===== config.mk =====
export PLATFORM = sky130hd
export DESIGN_NAME = tcr_top
export DESIGN_NICKNAME = d
export VERILOG_FILES = /design/src/common/tcr_pkg.sv /design/src/rtl/tcr_top.sv /design/src/rtl/tcr_edge_pulse.sv /design/src/rtl/tcr_frame_timer.sv
export SDC_FILE = /design/constraint.sdc
export NUM_CORES = 1
export LEC_CHECK = 0
export ABC_AREA = 1
export ABC_CLOCK_PERIOD_IN_PS = 2700
export BUFFER_PORTS_ARGS = -buffer_cell sky130_fd_sc_hd__buf_2
export CAP_MARGIN = 20
export CORE_ASPECT_RATIO = 2
export CORE_MARGIN = 5
export CORE_UTILIZATION = 40
export CTS_BUF_LIST = sky130_fd_sc_hd__clkbuf_8
export DETAILED_ROUTE_END_ITERATION = 6
export SLEW_MARGIN = 20
export SYNTH_ARGS = -nofsm -noshare
export SYNTH_HDL_FRONTEND = slang
export SYNTH_SLANG_ARGS = --single-unit

===== constraint.sdc =====
create_clock -name clock -period 2.7 [get_ports clock]
set_clock_uncertainty 0.1 [all_clocks]
set_input_delay 0.675 -clock clock [delete_from_list [all_inputs] [get_ports clock]]
set_output_delay 0.675 -clock clock [all_outputs]
set_load 0.01 [all_outputs]

===== src/common/tcr_pkg.sv =====
// Constants for the transmit control, error insertion and reset register bank.
// What this block does
// - Each write of the delay register applies the transmit slip delay once.
// - Delay shifts the internal line frame boundary, always under one frame.
// - Message byte replaces data in every channel selected for message.
// - Rising write of insertion bit 7 makes one bipolar violation pulse.
// - Rising write of bit 6 corrupts one CRC-6 value in ESF mode.
// - Rising write of bit 5 makes one terminal or ESF framing error.
// - Rising write of bit 4 makes one signalling framing error, D4 only.
// - While bit 3 is set the line sends all zeros, no pulses.
// - Rising write of bit 2 flips one transmitted payload bit.
// - Bit 0 set: loss pin follows signal loss; clear: signal or frame loss.
// - Reset bit 7 returns every control register to its default and then clears itself.
// - While reset bit 6 is set, interrupt pin floats and interrupts ignored.
// - Writing reset bit 5 clears interrupt status, releases pin, self-clears.
// - While reset bit 4 is set, error counters clear and stay zero.
// - With reset bit 3 set, error counters update only on one-second ticks.
package tcr_pkg;
	// ==========================================================
	// Register offsets
	localparam logic [7:0] TCR_OFS_RESERVED   = 8'h16;
	localparam logic [7:0] TCR_OFS_DELAY      = 8'h17;
	localparam logic [7:0] TCR_OFS_MESSAGE    = 8'h18;
	localparam logic [7:0] TCR_OFS_ERR_INJECT = 8'h19;
	localparam logic [7:0] TCR_OFS_RESET_CTL  = 8'h1A;
	// ==========================================================
	// Error insertion word fields
	localparam int TCR_EI_BPV      = 7;
	localparam int TCR_EI_CRC6     = 6;
	localparam int TCR_EI_TFRAME   = 5;
	localparam int TCR_EI_SFRAME   = 4;
	localparam int TCR_EI_ZEROS    = 3;
	localparam int TCR_EI_PAYLOAD  = 2;
	localparam int TCR_EI_LOSS_SEL = 0;
	localparam logic [7:0] TCR_EI_WMASK = 8'hFD;
	// ==========================================================
	// Reset control word fields
	localparam int TCR_RC_SOFT_RST = 7;
	localparam int TCR_RC_SUSPEND  = 6;
	localparam int TCR_RC_ACK      = 5;
	localparam int TCR_RC_CNT_CLR  = 4;
	localparam int TCR_RC_SAMPLE   = 3;
	localparam int TCR_RC_EXT_OSC  = 2;
	// ==========================================================
	// Reset values
	localparam logic [7:0] TCR_RST_DELAY     = 8'h00;
	localparam logic [7:0] TCR_RST_MESSAGE   = 8'h00;
	localparam logic [7:0] TCR_RST_ERRINJ    = 8'h00;
	localparam logic [7:0] TCR_RST_RESET_CTL = 8'h00;
	// ==========================================================
	// Timing
	localparam int TCR_CLOCK_PERIOD_NS = 20;
	localparam int TCR_FRAME_TIME_NS   = 125000;
	localparam int TCR_FRAME_CYCLES    = TCR_FRAME_TIME_NS / TCR_CLOCK_PERIOD_NS;
	localparam int TCR_DELAY_STEP_NS   = 488;
	localparam int TCR_DELAY_STEP_CYCLES =
		(TCR_DELAY_STEP_NS / TCR_CLOCK_PERIOD_NS) < 1 ? 1 :
		(TCR_DELAY_STEP_NS / TCR_CLOCK_PERIOD_NS);
	localparam int TCR_FRAME_CNT_W = 13;
endpackage


===== src/rtl/tcr_top.sv =====
// Transmit control, error insertion and reset control register bank.
`timescale 1ns/1ps
`default_nettype none
module tcr_top
	import tcr_pkg::*;
#(
	parameter int FRAME_CYCLES = TCR_FRAME_CYCLES
) (
	input  wire logic       clock,
	input  wire logic       reset_n,
	input  wire logic       reg_select,
	input  wire logic       reg_write,
	input  wire logic       reg_read,
	input  wire logic [7:0] reg_addr,
	input  wire logic [7:0] reg_wdata,
	output logic     [7:0] reg_rdata,
	output logic            reg_rvalid,
	input  wire logic       d4_mode,
	input  wire logic       esf_mode,
	input  wire logic       tx_channel_valid,
	input  wire logic [7:0] tx_channel_data,
	input  wire logic       tx_channel_msg_sel,
	output logic            tx_channel_out_valid,
	output logic     [7:0] tx_channel_out,
	output logic     [7:0] tx_delay_setting,
	output logic            tx_delay_load,
	output logic            tx_frame_start,
	output logic            bipolar_violation_inject,
	output logic            crc6_fault_inject,
	output logic            terminal_framing_fault_inject,
	output logic            signalling_framing_fault_inject,
	output logic            payload_fault_inject,
	output logic            all_zeros_inject,
	input  wire logic       line_loss_status,
	input  wire logic       frame_loss_status,
	output logic            loss_indicator_pin,
	input  wire logic       irq_pending,
	output logic            irq_n_out,
	output logic            irq_n_oe,
	output logic            interrupt_ignore,
	output logic            interrupt_status_clear,
	output logic            counter_clear,
	input  wire logic       one_second_tick,
	output logic            counter_update_enable,
	output logic            soft_reset_pulse,
	output logic            ext_osc_select
);
	// ==========================================================
	// Reset release
	logic rst_meta_r;
	logic rst_n_r;

	always_ff @(posedge clock or negedge reset_n) begin
		if (!reset_n) begin
			rst_meta_r <= 1'b0;
			rst_n_r    <= 1'b0;
		end else begin
			rst_meta_r <= 1'b1;
			rst_n_r    <= rst_meta_r;
		end
	end

	// ==========================================================
	// Register decode
	logic       wr_hit;
	logic       wr_delay;
	logic       wr_message;
	logic       wr_errinj;
	logic       wr_resetctl;
	logic [7:0] delay_r;
	logic [7:0] message_r;
	logic [7:0] errinj_r;
	logic [7:0] resetctl_r;
	logic       soft_rst_r;
	logic       ack_r;
	logic [7:0] errinj_nxt;
	logic [7:0] pulses;

	assign wr_hit      = reg_select && reg_write;
	assign wr_delay    = wr_hit && (reg_addr == TCR_OFS_DELAY);
	assign wr_message  = wr_hit && (reg_addr == TCR_OFS_MESSAGE);
	assign wr_errinj   = wr_hit && (reg_addr == TCR_OFS_ERR_INJECT);
	assign wr_resetctl = wr_hit && (reg_addr == TCR_OFS_RESET_CTL);
	assign errinj_nxt  = reg_wdata & TCR_EI_WMASK;

	// A soft reset returns every control register to its default but is
	// not seen by the reset synchroniser, so the bus stays usable at once.
	always_ff @(posedge clock or negedge rst_n_r) begin
		if (!rst_n_r) begin
			delay_r <= TCR_RST_DELAY;
		end else if (soft_rst_r) begin
			delay_r <= TCR_RST_DELAY;
		end else if (wr_delay) begin
			delay_r <= reg_wdata;
		end
	end

	always_ff @(posedge clock or negedge rst_n_r) begin
		if (!rst_n_r) begin
			message_r <= TCR_RST_MESSAGE;
		end else if (soft_rst_r) begin
			message_r <= TCR_RST_MESSAGE;
		end else if (wr_message) begin
			message_r <= reg_wdata;
		end
	end

	always_ff @(posedge clock or negedge rst_n_r) begin
		if (!rst_n_r) begin
			errinj_r <= TCR_RST_ERRINJ;
		end else if (soft_rst_r) begin
			errinj_r <= TCR_RST_ERRINJ;
		end else if (wr_errinj) begin
			errinj_r <= errinj_nxt;
		end
	end

	// Bits 7 and 5 never store: they are one-cycle actions that read back
	// as zero once done. The host is expected to keep bits 1:0 at zero.
	always_ff @(posedge clock or negedge rst_n_r) begin
		if (!rst_n_r) begin
			resetctl_r <= TCR_RST_RESET_CTL;
		end else if (soft_rst_r) begin
			resetctl_r <= TCR_RST_RESET_CTL;
		end else if (wr_resetctl) begin
			resetctl_r <= reg_wdata;
			resetctl_r[TCR_RC_SOFT_RST] <= 1'b0;
			resetctl_r[TCR_RC_ACK]      <= 1'b0;
		end
	end

	always_ff @(posedge clock or negedge rst_n_r) begin
		if (!rst_n_r) begin
			soft_rst_r <= 1'b0;
		end else begin
			soft_rst_r <= wr_resetctl && reg_wdata[TCR_RC_SOFT_RST];
		end
	end

	always_ff @(posedge clock or negedge rst_n_r) begin
		if (!rst_n_r) begin
			ack_r <= 1'b0;
		end else begin
			ack_r <= wr_resetctl && reg_wdata[TCR_RC_ACK];
		end
	end

	// ==========================================================
	// Read port
	always_ff @(posedge clock or negedge rst_n_r) begin
		if (!rst_n_r) begin
			reg_rdata  <= 8'h00;
			reg_rvalid <= 1'b0;
		end else begin
			reg_rvalid <= reg_select && reg_read;
			if (reg_select && reg_read) begin
				case (reg_addr)
					TCR_OFS_DELAY:      reg_rdata <= delay_r;
					TCR_OFS_MESSAGE:    reg_rdata <= message_r;
					TCR_OFS_ERR_INJECT: reg_rdata <= errinj_r;
					TCR_OFS_RESET_CTL: begin
						reg_rdata <= resetctl_r;
						reg_rdata[TCR_RC_SOFT_RST] <= soft_rst_r;
						reg_rdata[TCR_RC_ACK]      <= ack_r;
					end
					default:            reg_rdata <= 8'h00;
				endcase
			end
		end
	end

	// ==========================================================
	// Transmit delay
	always_ff @(posedge clock or negedge rst_n_r) begin
		if (!rst_n_r) begin
			tx_delay_load <= 1'b0;
		end else begin
			tx_delay_load <= wr_delay;
		end
	end

	assign tx_delay_setting = delay_r;

	tcr_frame_timer #(
		.FRAME_CYCLES (FRAME_CYCLES)
	) u_frame_timer (
		.clock       (clock),
		.rst_n       (rst_n_r),
		.load        (tx_delay_load),
		.delay       (delay_r),
		.frame_start (tx_frame_start)
	);

	// ==========================================================
	// Message and all-zeros channel path
	always_ff @(posedge clock or negedge rst_n_r) begin
		if (!rst_n_r) begin
			tx_channel_out       <= 8'h00;
			tx_channel_out_valid <= 1'b0;
		end else begin
			tx_channel_out_valid <= tx_channel_valid;
			if (errinj_r[TCR_EI_ZEROS]) begin
				tx_channel_out <= 8'h00;
			end else if (tx_channel_msg_sel) begin
				tx_channel_out <= message_r;
			end else begin
				tx_channel_out <= tx_channel_data;
			end
		end
	end

	assign all_zeros_inject = errinj_r[TCR_EI_ZEROS];

	// ==========================================================
	// Error insertion pulses
	tcr_edge_pulse #(
		.W (8)
	) u_edge (
		.clock    (clock),
		.rst_n    (rst_n_r),
		.write_en (wr_errinj && !soft_rst_r),
		.old_bits (errinj_r),
		.new_bits (errinj_nxt),
		.pulse    (pulses)
	);

	assign bipolar_violation_inject      = pulses[TCR_EI_BPV];
	assign crc6_fault_inject             = pulses[TCR_EI_CRC6] && esf_mode;
	assign terminal_framing_fault_inject = pulses[TCR_EI_TFRAME];
	assign signalling_framing_fault_inject =
		pulses[TCR_EI_SFRAME] && d4_mode;
	assign payload_fault_inject          = pulses[TCR_EI_PAYLOAD];

	// ==========================================================
	// Loss indicator
	always_ff @(posedge clock or negedge rst_n_r) begin
		if (!rst_n_r) begin
			loss_indicator_pin <= 1'b0;
		end else if (errinj_r[TCR_EI_LOSS_SEL]) begin
			loss_indicator_pin <= line_loss_status;
		end else begin
			loss_indicator_pin <= line_loss_status || frame_loss_status;
		end
	end

	// ==========================================================
	// Interrupt pin and counter control
	assign interrupt_ignore       = resetctl_r[TCR_RC_SUSPEND];
	assign interrupt_status_clear = ack_r || soft_rst_r;
	// Open-drain request: driven low only while pending, released while
	// suspended or in the acknowledge cycle.
	assign irq_n_out = 1'b0;
	assign irq_n_oe  = irq_pending && !resetctl_r[TCR_RC_SUSPEND] &&
		!ack_r;
	assign counter_clear = resetctl_r[TCR_RC_CNT_CLR] || soft_rst_r;
	// Held low through the soft reset cycle as well, so that no count
	// can slip in while the counters are being cleared.
	assign counter_update_enable = !counter_clear &&
		(!resetctl_r[TCR_RC_SAMPLE] || one_second_tick);
	assign soft_reset_pulse = soft_rst_r;
	assign ext_osc_select   = resetctl_r[TCR_RC_EXT_OSC];
endmodule
`default_nettype wire


===== src/rtl/tcr_edge_pulse.sv =====
// Rising-change detector that turns written bits into one-cycle pulses.
`timescale 1ns/1ps
`default_nettype none
module tcr_edge_pulse
	import tcr_pkg::*;
#(
	parameter int W = 8
) (
	input  wire logic         clock,
	input  wire logic         rst_n,
	input  wire logic         write_en,
	input  wire logic [W-1:0] old_bits,
	input  wire logic [W-1:0] new_bits,
	output logic     [W-1:0] pulse
);
	// A write that leaves a bit high, or drops it, gives no pulse.
	always_ff @(posedge clock or negedge rst_n) begin
		if (!rst_n) begin
			pulse <= '0;
		end else if (write_en) begin
			pulse <= new_bits & ~old_bits;
		end else begin
			pulse <= '0;
		end
	end
endmodule
`default_nettype wire


===== src/rtl/tcr_frame_timer.sv =====
// Transmit line frame timer whose boundary can be moved by a delay load.
`timescale 1ns/1ps
`default_nettype none
module tcr_frame_timer
	import tcr_pkg::*;
#(
	parameter int FRAME_CYCLES = TCR_FRAME_CYCLES
) (
	input  wire logic       clock,
	input  wire logic       rst_n,
	input  wire logic       load,
	input  wire logic [7:0] delay,
	output logic            frame_start
);
	localparam logic [TCR_FRAME_CNT_W-1:0] LAST =
		TCR_FRAME_CNT_W'(FRAME_CYCLES - 1);
	localparam logic [TCR_FRAME_CNT_W-1:0] STEP =
		TCR_FRAME_CNT_W'(TCR_DELAY_STEP_CYCLES);

	logic [TCR_FRAME_CNT_W-1:0] count_r;
	logic [TCR_FRAME_CNT_W-1:0] offset;

	// The product is clamped below one frame so a large setting wraps no frame.
	always_comb begin
		offset = TCR_FRAME_CNT_W'(delay * STEP);
		if (offset >= LAST) begin
			offset = LAST - TCR_FRAME_CNT_W'(1);
		end
	end

	// ==========================================================
	// Boundary counter
	always_ff @(posedge clock or negedge rst_n) begin
		if (!rst_n) begin
			count_r <= '0;
		end else if (load) begin
			count_r <= LAST - offset;
		end else if (count_r == LAST) begin
			count_r <= '0;
		end else begin
			count_r <= count_r + TCR_FRAME_CNT_W'(1);
		end
	end

	always_ff @(posedge clock or negedge rst_n) begin
		if (!rst_n) begin
			frame_start <= 1'b0;
		end else begin
			frame_start <= (count_r == LAST) && !load;
		end
	end
endmodule
`default_nettype wire


==> results of run 1 <==
Yosys cell counts (all sizes together):
cell / count
nor3: 7
o31ai: 3
o21bai: 1
nand3: 27
o32ai: 2
and2: 1
conb: 2
ha: 11
o21ai: 50
nand3b: 1
xor2: 3
a22o: 3
o22ai: 5
dfrtp: 72
nor4: 5
xnor2: 3
o221ai: 1
clkbuf: 3
buf: 6
a221oi: 4
a211oi: 1
a21oi: 12
nand2: 137
fa: 1
nand4: 3
inv: 64
or2: 1
a21o: 1
nor2: 37
metrics by stage:
| stage | util, % | instances | instance area [sq um] | setup slack, ps | setup TNS [ps] |
|---|---|---|---|---|---|
| finish | 51.6 | 684 | 4840 | 7.82 | 0 |
| detailed placement | 47.8 | 662 | 4490 | -52.3 | -118 |
| floorplan | - | 467 | 3860 | -8.28 | -8.28 |
| global route | 51.6 | 684 | 4840 | -139 | -406 |
| global placement | 47.8 | 662 | 4490 | 8.24 | 0 |
| CTS | 50.6 | 682 | 4750 | 4.70 | 0 |
state kept, by name, indices dropped and copies added (netlist names):
signal / flops
reg_rdata: 8
rst_meta_r: 1
loss_indicator_pin: 1
u_frame_timer.frame_start: 1
tx_delay_load: 1
tx_channel_out: 8
ack_r: 1
reg_rvalid: 1
tx_channel_out_valid: 1
errinj_r: 7
message_r: 8
soft_reset_pulse: 1
tx_delay_setting: 8
u_frame_timer.count_r: 13
resetctl_r: 6
rst_n_r: 1
u_edge.pulse: 5
area by class of cell:
type | count | area [sq um]
clock buffers | 9 | 124
fillers | 914 | 4540
clock inverters | 7 | 96.3
flip-flops and latches | 72 | 1810
inverters | 64 | 243
multi-input cells | 322 | 1840
repair buffers | 106 | 607
well taps | 104 | 130
report_power, final:
group          internal [mW]  leakage [nW]  switching [mW]
Sequential              1.16         0.941          0.0764
Combinational          0.172          1.52           0.219
Clock                  0.521         0.107           0.428
cell families (layout without fill, tap and decap cells):
| group | after synthesis | count (layout) | share of synthesized area (%) |
|---|---|---|---|
| AND/OR/NAND/NOR | 219 | 219 | 25.4 |
| AO/OA/AOI/OAI | 83 | 83 | 13.9 |
| buffers and inverters | 73 | 186 | 7.90 |
| flip-flops | 72 | 72 | 47.0 |
| adder cells (fa/ha/maj) | 12 | 12 | 4.11 |
| XOR/XNOR | 6 | 6 | 1.37 |
| other | 2 | 2 | 0.196 |
worst paths after layout:
path / slack, ps / end / start
worst min register to register: 100 / message_r[7] / rst_n_r
max in group asynchronous: 1640 / resetctl_r[2] / rst_n_r
min in group clock: 260 / rst_n_r / rst_meta_r
worst max register to register: 8 / u_frame_timer.count_r[12] / tx_delay_setting[1]
worst min-delay path: 100 / message_r[7] / rst_n_r
worst max-delay path: 8 / u_frame_timer.count_r[12] / tx_delay_setting[1]
placed cells by master, fill, tap and decap left out, types with 9 or more instances in the layout:
master and count:
nand2_1 126, buf_2 78, dfrtp_1 68, inv_1 58, o21ai_0 37, nor2_1 33, buf_4 26, nand3_1 23
o21ai_2 12, a21oi_1 11, nand2_2 9, clkbuf_8 9
layer usage:
layer	wire length (microns)	GRT usage, %	vias up
li1	-	-	1724
met1	3720	18.4	1650
met2	6370	37.5	71
met3	358	3.70	14
met4	236	7.14	0
met5	0	0	-
timing repair:
action | CTS | global route
hold buffers | 1 | 0
setup buffers | 3 | 2
endpoints found under the setup margin | 3 | 4
cloned | 0 | 0
resized for setup | 3 | 15
hold endpoints to repair | 2 | 0
pin swaps | 4 | 9
worst max-delay path, cell delays in order (launching register included):
cell	delay, ps
dfrtp_2	430
ha_4	170
fa_2	420
inv_2	70
nand2_2	50
nand4_1	110
nand3_2	110
nor2_4	130
nand3_2	110
nand2_4	90
inv_4	40
or2_4	230
ha_4	170
nand2_4	70
nand3_4	80
nand2_2	80
nand2_1	40
nand3_1	60
nand2_1	50
==> impl_results.md, run 1 <==
- Pwr Total: about 2.6 mW
- Dpl hpwl: roughly 8600 microns
- Outcome: finished clean
- Pwr/cell area: about 530 mW/mm^2
- Final Cycle Share: ~100%
- Main area contributors after synthesis: dfrtp_1 (47%), nand2_1 (13%), inv_1 (5.8%), o21ai_0 (4.8%), ha_1 (3.6%)
- Class of the worst hold path: flop to async pin
- Leak: 2.57 nW
- WL/cell: 15.6 microns
- Post-synthesis instance total: ~470
- Crit path required time: around 2900 ps
- Proportion of layout cells with a drive suffix above 1: roughly 30%
- Most area-hungry cell type in the Yosys netlist: dfrtp_1
- Vias in the first global route: approximately 3.5k
- Final hold vios: 0
- CTS max path bufs: 2
- Fmax: 371 MHz
- Initial drt markers: roughly 150
- Yosys reg bits: 72
- CTS root buf: clkbuf_8
- Hold_ws: 104 ps
- Netlist area before placement: roughly 0.0038 sq mm
- Clk_lat worst skew: 360 ps
- Tmin final: ~2700 ps
- Clock sinks: between 70 and 80
- Antenna viol nets, final: 0
- Crit path kind: flop to flop
- Yosys top cell area share: between 40% and 50%
- Sequential element share of the synthesized area: around 47%
- Die Ht: ~150 microns
- Synthesized area per cell: roughly 8.2 sq um
- Max FO, Critical Path: 3
- Gr usage total: 18.9%
- CTS tree: built
- Max rail drop VDD: 0.000349 V
- Synth Warn #: 0
- Initial Utilization: 40.8%
- DIE AREA: ~0.012 sq mm
- Max-cap violations: 0
- Global-route wire length before repair: ~17000 microns
- DRC Markers: 0
- Startpoint Class: flop
- Ant diodes: 0
- Unique masters post-synth: between 40 and 50
- Largest net degree at the start of global routing: 31
- Max-slew violation count: 0
- Final setup violation count: 0
- Core ar.: 0.00938 sq mm
- Unrepaired setup endpoints after global routing: true
- GRT overflow: 0
- Floorplan row count: 50
- CTS Buf Count: 9
- I/O Buffers: 78
- Worst-path clk slew: about 80 ps
- Initial antenna violation count: 0
- DR vias/cell: between 5 and 6
- Layout area overhead: 26.4%
- Via Count: about 3.5k
- Mapped Nets: ~520
- Routability cong.: around 0.84
- Nets@finish: ~620
- Routed WL: around 11000 microns
- Crit path capture type: flop
- Crit path DAT: 2850 ps
- Worst r2r path cells: 18
- Die Span X: ~79 microns
- Max H-tree Level: 3
- IO Pins: 80
- DRT Pass-1 Iters: 5
Power figures use the tool's default switching activity.
==> run 2, diff against run 1 <==
--- a/config.mk
+++ b/config.mk
@@ -7,13 +7,16 @@
 export LEC_CHECK = 0
 export ABC_AREA = 1
 export ABC_CLOCK_PERIOD_IN_PS = 2700
-export BUFFER_PORTS_ARGS = -buffer_cell sky130_fd_sc_hd__buf_2
+export BUFFER_PORTS_ARGS = -buffer_cell sky130_fd_sc_hd__buf_4
 export CAP_MARGIN = 20
+export CELL_PAD_IN_SITES_DETAIL_PLACEMENT = 1
+export CELL_PAD_IN_SITES_GLOBAL_PLACEMENT = 2
 export CORE_ASPECT_RATIO = 2
 export CORE_MARGIN = 5
-export CORE_UTILIZATION = 40
+export CORE_UTILIZATION = 33
 export CTS_BUF_LIST = sky130_fd_sc_hd__clkbuf_8
 export DETAILED_ROUTE_END_ITERATION = 6
+export PLACE_DENSITY_LB_ADDON = 0.1
 export SLEW_MARGIN = 20
 export SYNTH_ARGS = -nofsm -noshare
 export SYNTH_HDL_FRONTEND = slang
==> impl_results.md, run 2 (same netlist as run 1, synthesis figures left out) <==
- Vias in the first global route: 3905 (was 3499)
- Multi-input logic area: 0.00185 sq mm (was 0.00184 sq mm)
- Commonest non-fill, non-tap cell in the layout: nand2_1 (unchanged)
- Proportion of layout cells with a drive suffix above 1: 31.6% (was 30.0%)
- Class of the worst hold path: flop to async pin (unchanged)
- Die Ht: 162 microns (was 148 microns)
- DR vias/cell: 4.91 (was 5.06)
- DRT Pass-1 Iters: 4 (was 5)
- Core ar.: 0.0114 sq mm (was 0.00938 sq mm)
- Unrepaired setup endpoints after global routing: true (unchanged)
- Nets@finish: 633 (was 624)
- CTS tree: built (unchanged)
- Dpl hpwl: 10300 microns (was 8570 microns)
- DIE AREA: 0.0140 sq mm (was 0.0118 sq mm)
- Tmin final: 2730 ps (was 2690 ps)
- Pwr/cell area: 503 mW/mm^2 (was 533 mW/mm^2)
- Die Span X: 86.2 microns (was 79.2 microns)
- Clk_lat worst skew: 350 ps (was 360 ps)
- Final core occ: 45.3% (was 51.6%)
- Ant diodes: 0 (unchanged)
- Final hold vios: 0 (unchanged)
- Via Count: 3589 (was 3459)
- Floorplan row count: 55 (was 50)
- End of the worst register-to-register path: u_frame_timer.count_r[12] (unchanged)
- I/O Buffers: 78 (unchanged)
- Biggest register: u_frame_timer.count_r (unchanged)
- Reg-to-reg startpoint: tx_delay_setting[1] (unchanged)
- Pin slew with the least headroom to its limit: 559 ps
- Final Cycle Share: 101% (was 99.7%)
- Crit path kind: flop to flop (unchanged)
- R2R Setup Slk: -30 ps (was 8 ps)
- Outcome: finished with violations (was finished clean)
- Initial Utilization: 33.7% (was 40.8%)
- Final setup violation count: 2 (was 0)
- Max rail drop VDD: 0.000299 V (was 0.000349 V)
- Leak: 2.66 nW (was 2.57 nW)
- Fillers: 1418 (was 914)
- DRC Markers: 0 (unchanged)
- Crit path required time: 2830 ps (was 2850 ps)
- WL/cell: 17.2 microns (was 15.6 microns)
- Max-cap violations: 0 (unchanged)
- GRT overflow: 0 (unchanged)
- Largest net degree at the start of global routing: 42 (was 31)
- Reg area: 0.00181 sq mm (about the same)
- Gr usage total: 18.6% (was 18.9%)
- Routed WL: 12600 microns (was 10700 microns)
- Initial antenna violation count: 0 (unchanged)
- Worst-path clk slew: 90 ps (was 80 ps)
- Setup WS post-layout: -30.2 ps (was 7.82 ps)
- Max H-tree Level: 3 (unchanged)
- Fin Setup TNS: -37.2 ps (was 0 ps)
- CTS root buf: clkbuf_8 (unchanged)
- Startpoint Class: flop (unchanged)
- Max reg flops: 13 (unchanged)
- Crit path DAT: 2860 ps (was 2850 ps)
- Most frequent cells in the layout: nand2_1 (125), buf_4 (113), dfrtp_1 (69), inv_1 (57), o21ai_0 (37) (was nand2_1 (126), buf_2 (78), dfrtp_1 (68), inv_1 (58), o21ai_0 (37))
- Worst r2r path cells: 18 (unchanged)
- CTS max path bufs: 2 (unchanged)
- Slew margin rel.: between 60% and 70%
- Crit path capture type: flop (unchanged)
- Max FO, Critical Path: 4 (was 3)
- Max-slew violation count: 0 (unchanged)
- IO Pins: 80 (unchanged)
- Global-route wire length before repair: 19900 microns (was 16900 microns)
- Antenna viol nets, final: 0 (unchanged)
- CTS Buf Count: 9 (unchanged)
- Initial drt markers: 90 (was 148)
- Layout area overhead: 34.3% (was 26.4%)
- Fmax: 366 MHz (was 371 MHz)
- Failing checks: negative setup slack
- Clock sinks: 72 (unchanged)
- Routability cong.: 0.869 (was 0.836)
run 2: per-stage QoR:
step	power, mW	setup WS, ps	area, sq um	hold WS, ps	std cells
global placement	1.67	-33.1	4790	196	708
global route	2.72	-215	5140	255	731
floorplan	1.48	-8.28	3860	231	467
detailed placement	1.68	-99.2	4790	199	708
finish	2.59	-30.2	5140	192	731
CTS	2.60	-34.7	5040	209	728
run 2: area by class of cell:
class / count / share of cell area [%]
Clock buffer: 10 / 2.68
Clock inverter: 6 / 1.26
Inverter: 64 / 4.72
Multi-Input combinational cell: 322 / 35.9
Sequential cell: 72 / 35.1
Tap cell: 142 / 3.45
Timing Repair Buffer: 115 / 16.9
run 2: worst max-delay path by stage:
stage	end	startpoint	slack, ps
3_5_place_dp	u_frame_timer.count_r[10]	tx_delay_setting[1]	-100
2_1_floorplan	u_frame_timer.count_r[12]	tx_delay_setting[1]	-8
6_report	u_frame_timer.count_r[12]	tx_delay_setting[1]	-30
5_1_grt	u_frame_timer.count_r[12]	tx_delay_setting[1]	-210
3_3_place_gp	u_frame_timer.count_r[10]	tx_delay_setting[1]	-30
4_1_cts	u_frame_timer.count_r[10]	tx_delay_setting[1]	-30
run 2: repair_timing:
item                                    CTS  global route
endpoints found under the hold margin     2             0
pin swaps                                 7             3
hold buffers                              1             0
endpoints found under the setup margin    4             4
buffers inserted                          3             3
resized for setup                         5            15
run 2: power by group:
part	switching, mW	internal, mW	leakage (nW)
Combinational	0.243	0.208	1.61
Clock	0.443	0.456	0.103
Sequential	0.0754	1.16	0.942
Total	0.762	1.83	2.66
run 2: critical path, cell delays in order, from the launching register on:
cell	delay (ps)
dfrtp_2	440
buf_6	130
fa_2	420
inv_2	70
nand2_2	50
nand4_1	120
nand3_2	130
nor2_4	130
nand3_4	90
nand2_4	80
inv_4	40
or2_4	230
ha_4	170
nand2_4	90
nand3_4	90
nand2_2	80
nand2_1	50
nand3_1	70
nand2_1	60
run 2: layer usage:
layer / track usage (%) / wire [microns] / vias to the layer above / part of all wire [%]
met5: 0 / 0 / - / 0
met4: 8.44 / 453 / 0 / 3.6
met3: 2.53 / 287 / 23 / 2.3
met2: 37.2 / 7560 / 63 / 60
met1: 18.0 / 4300 / 1757 / 34
li1: - / - / 1746 / -
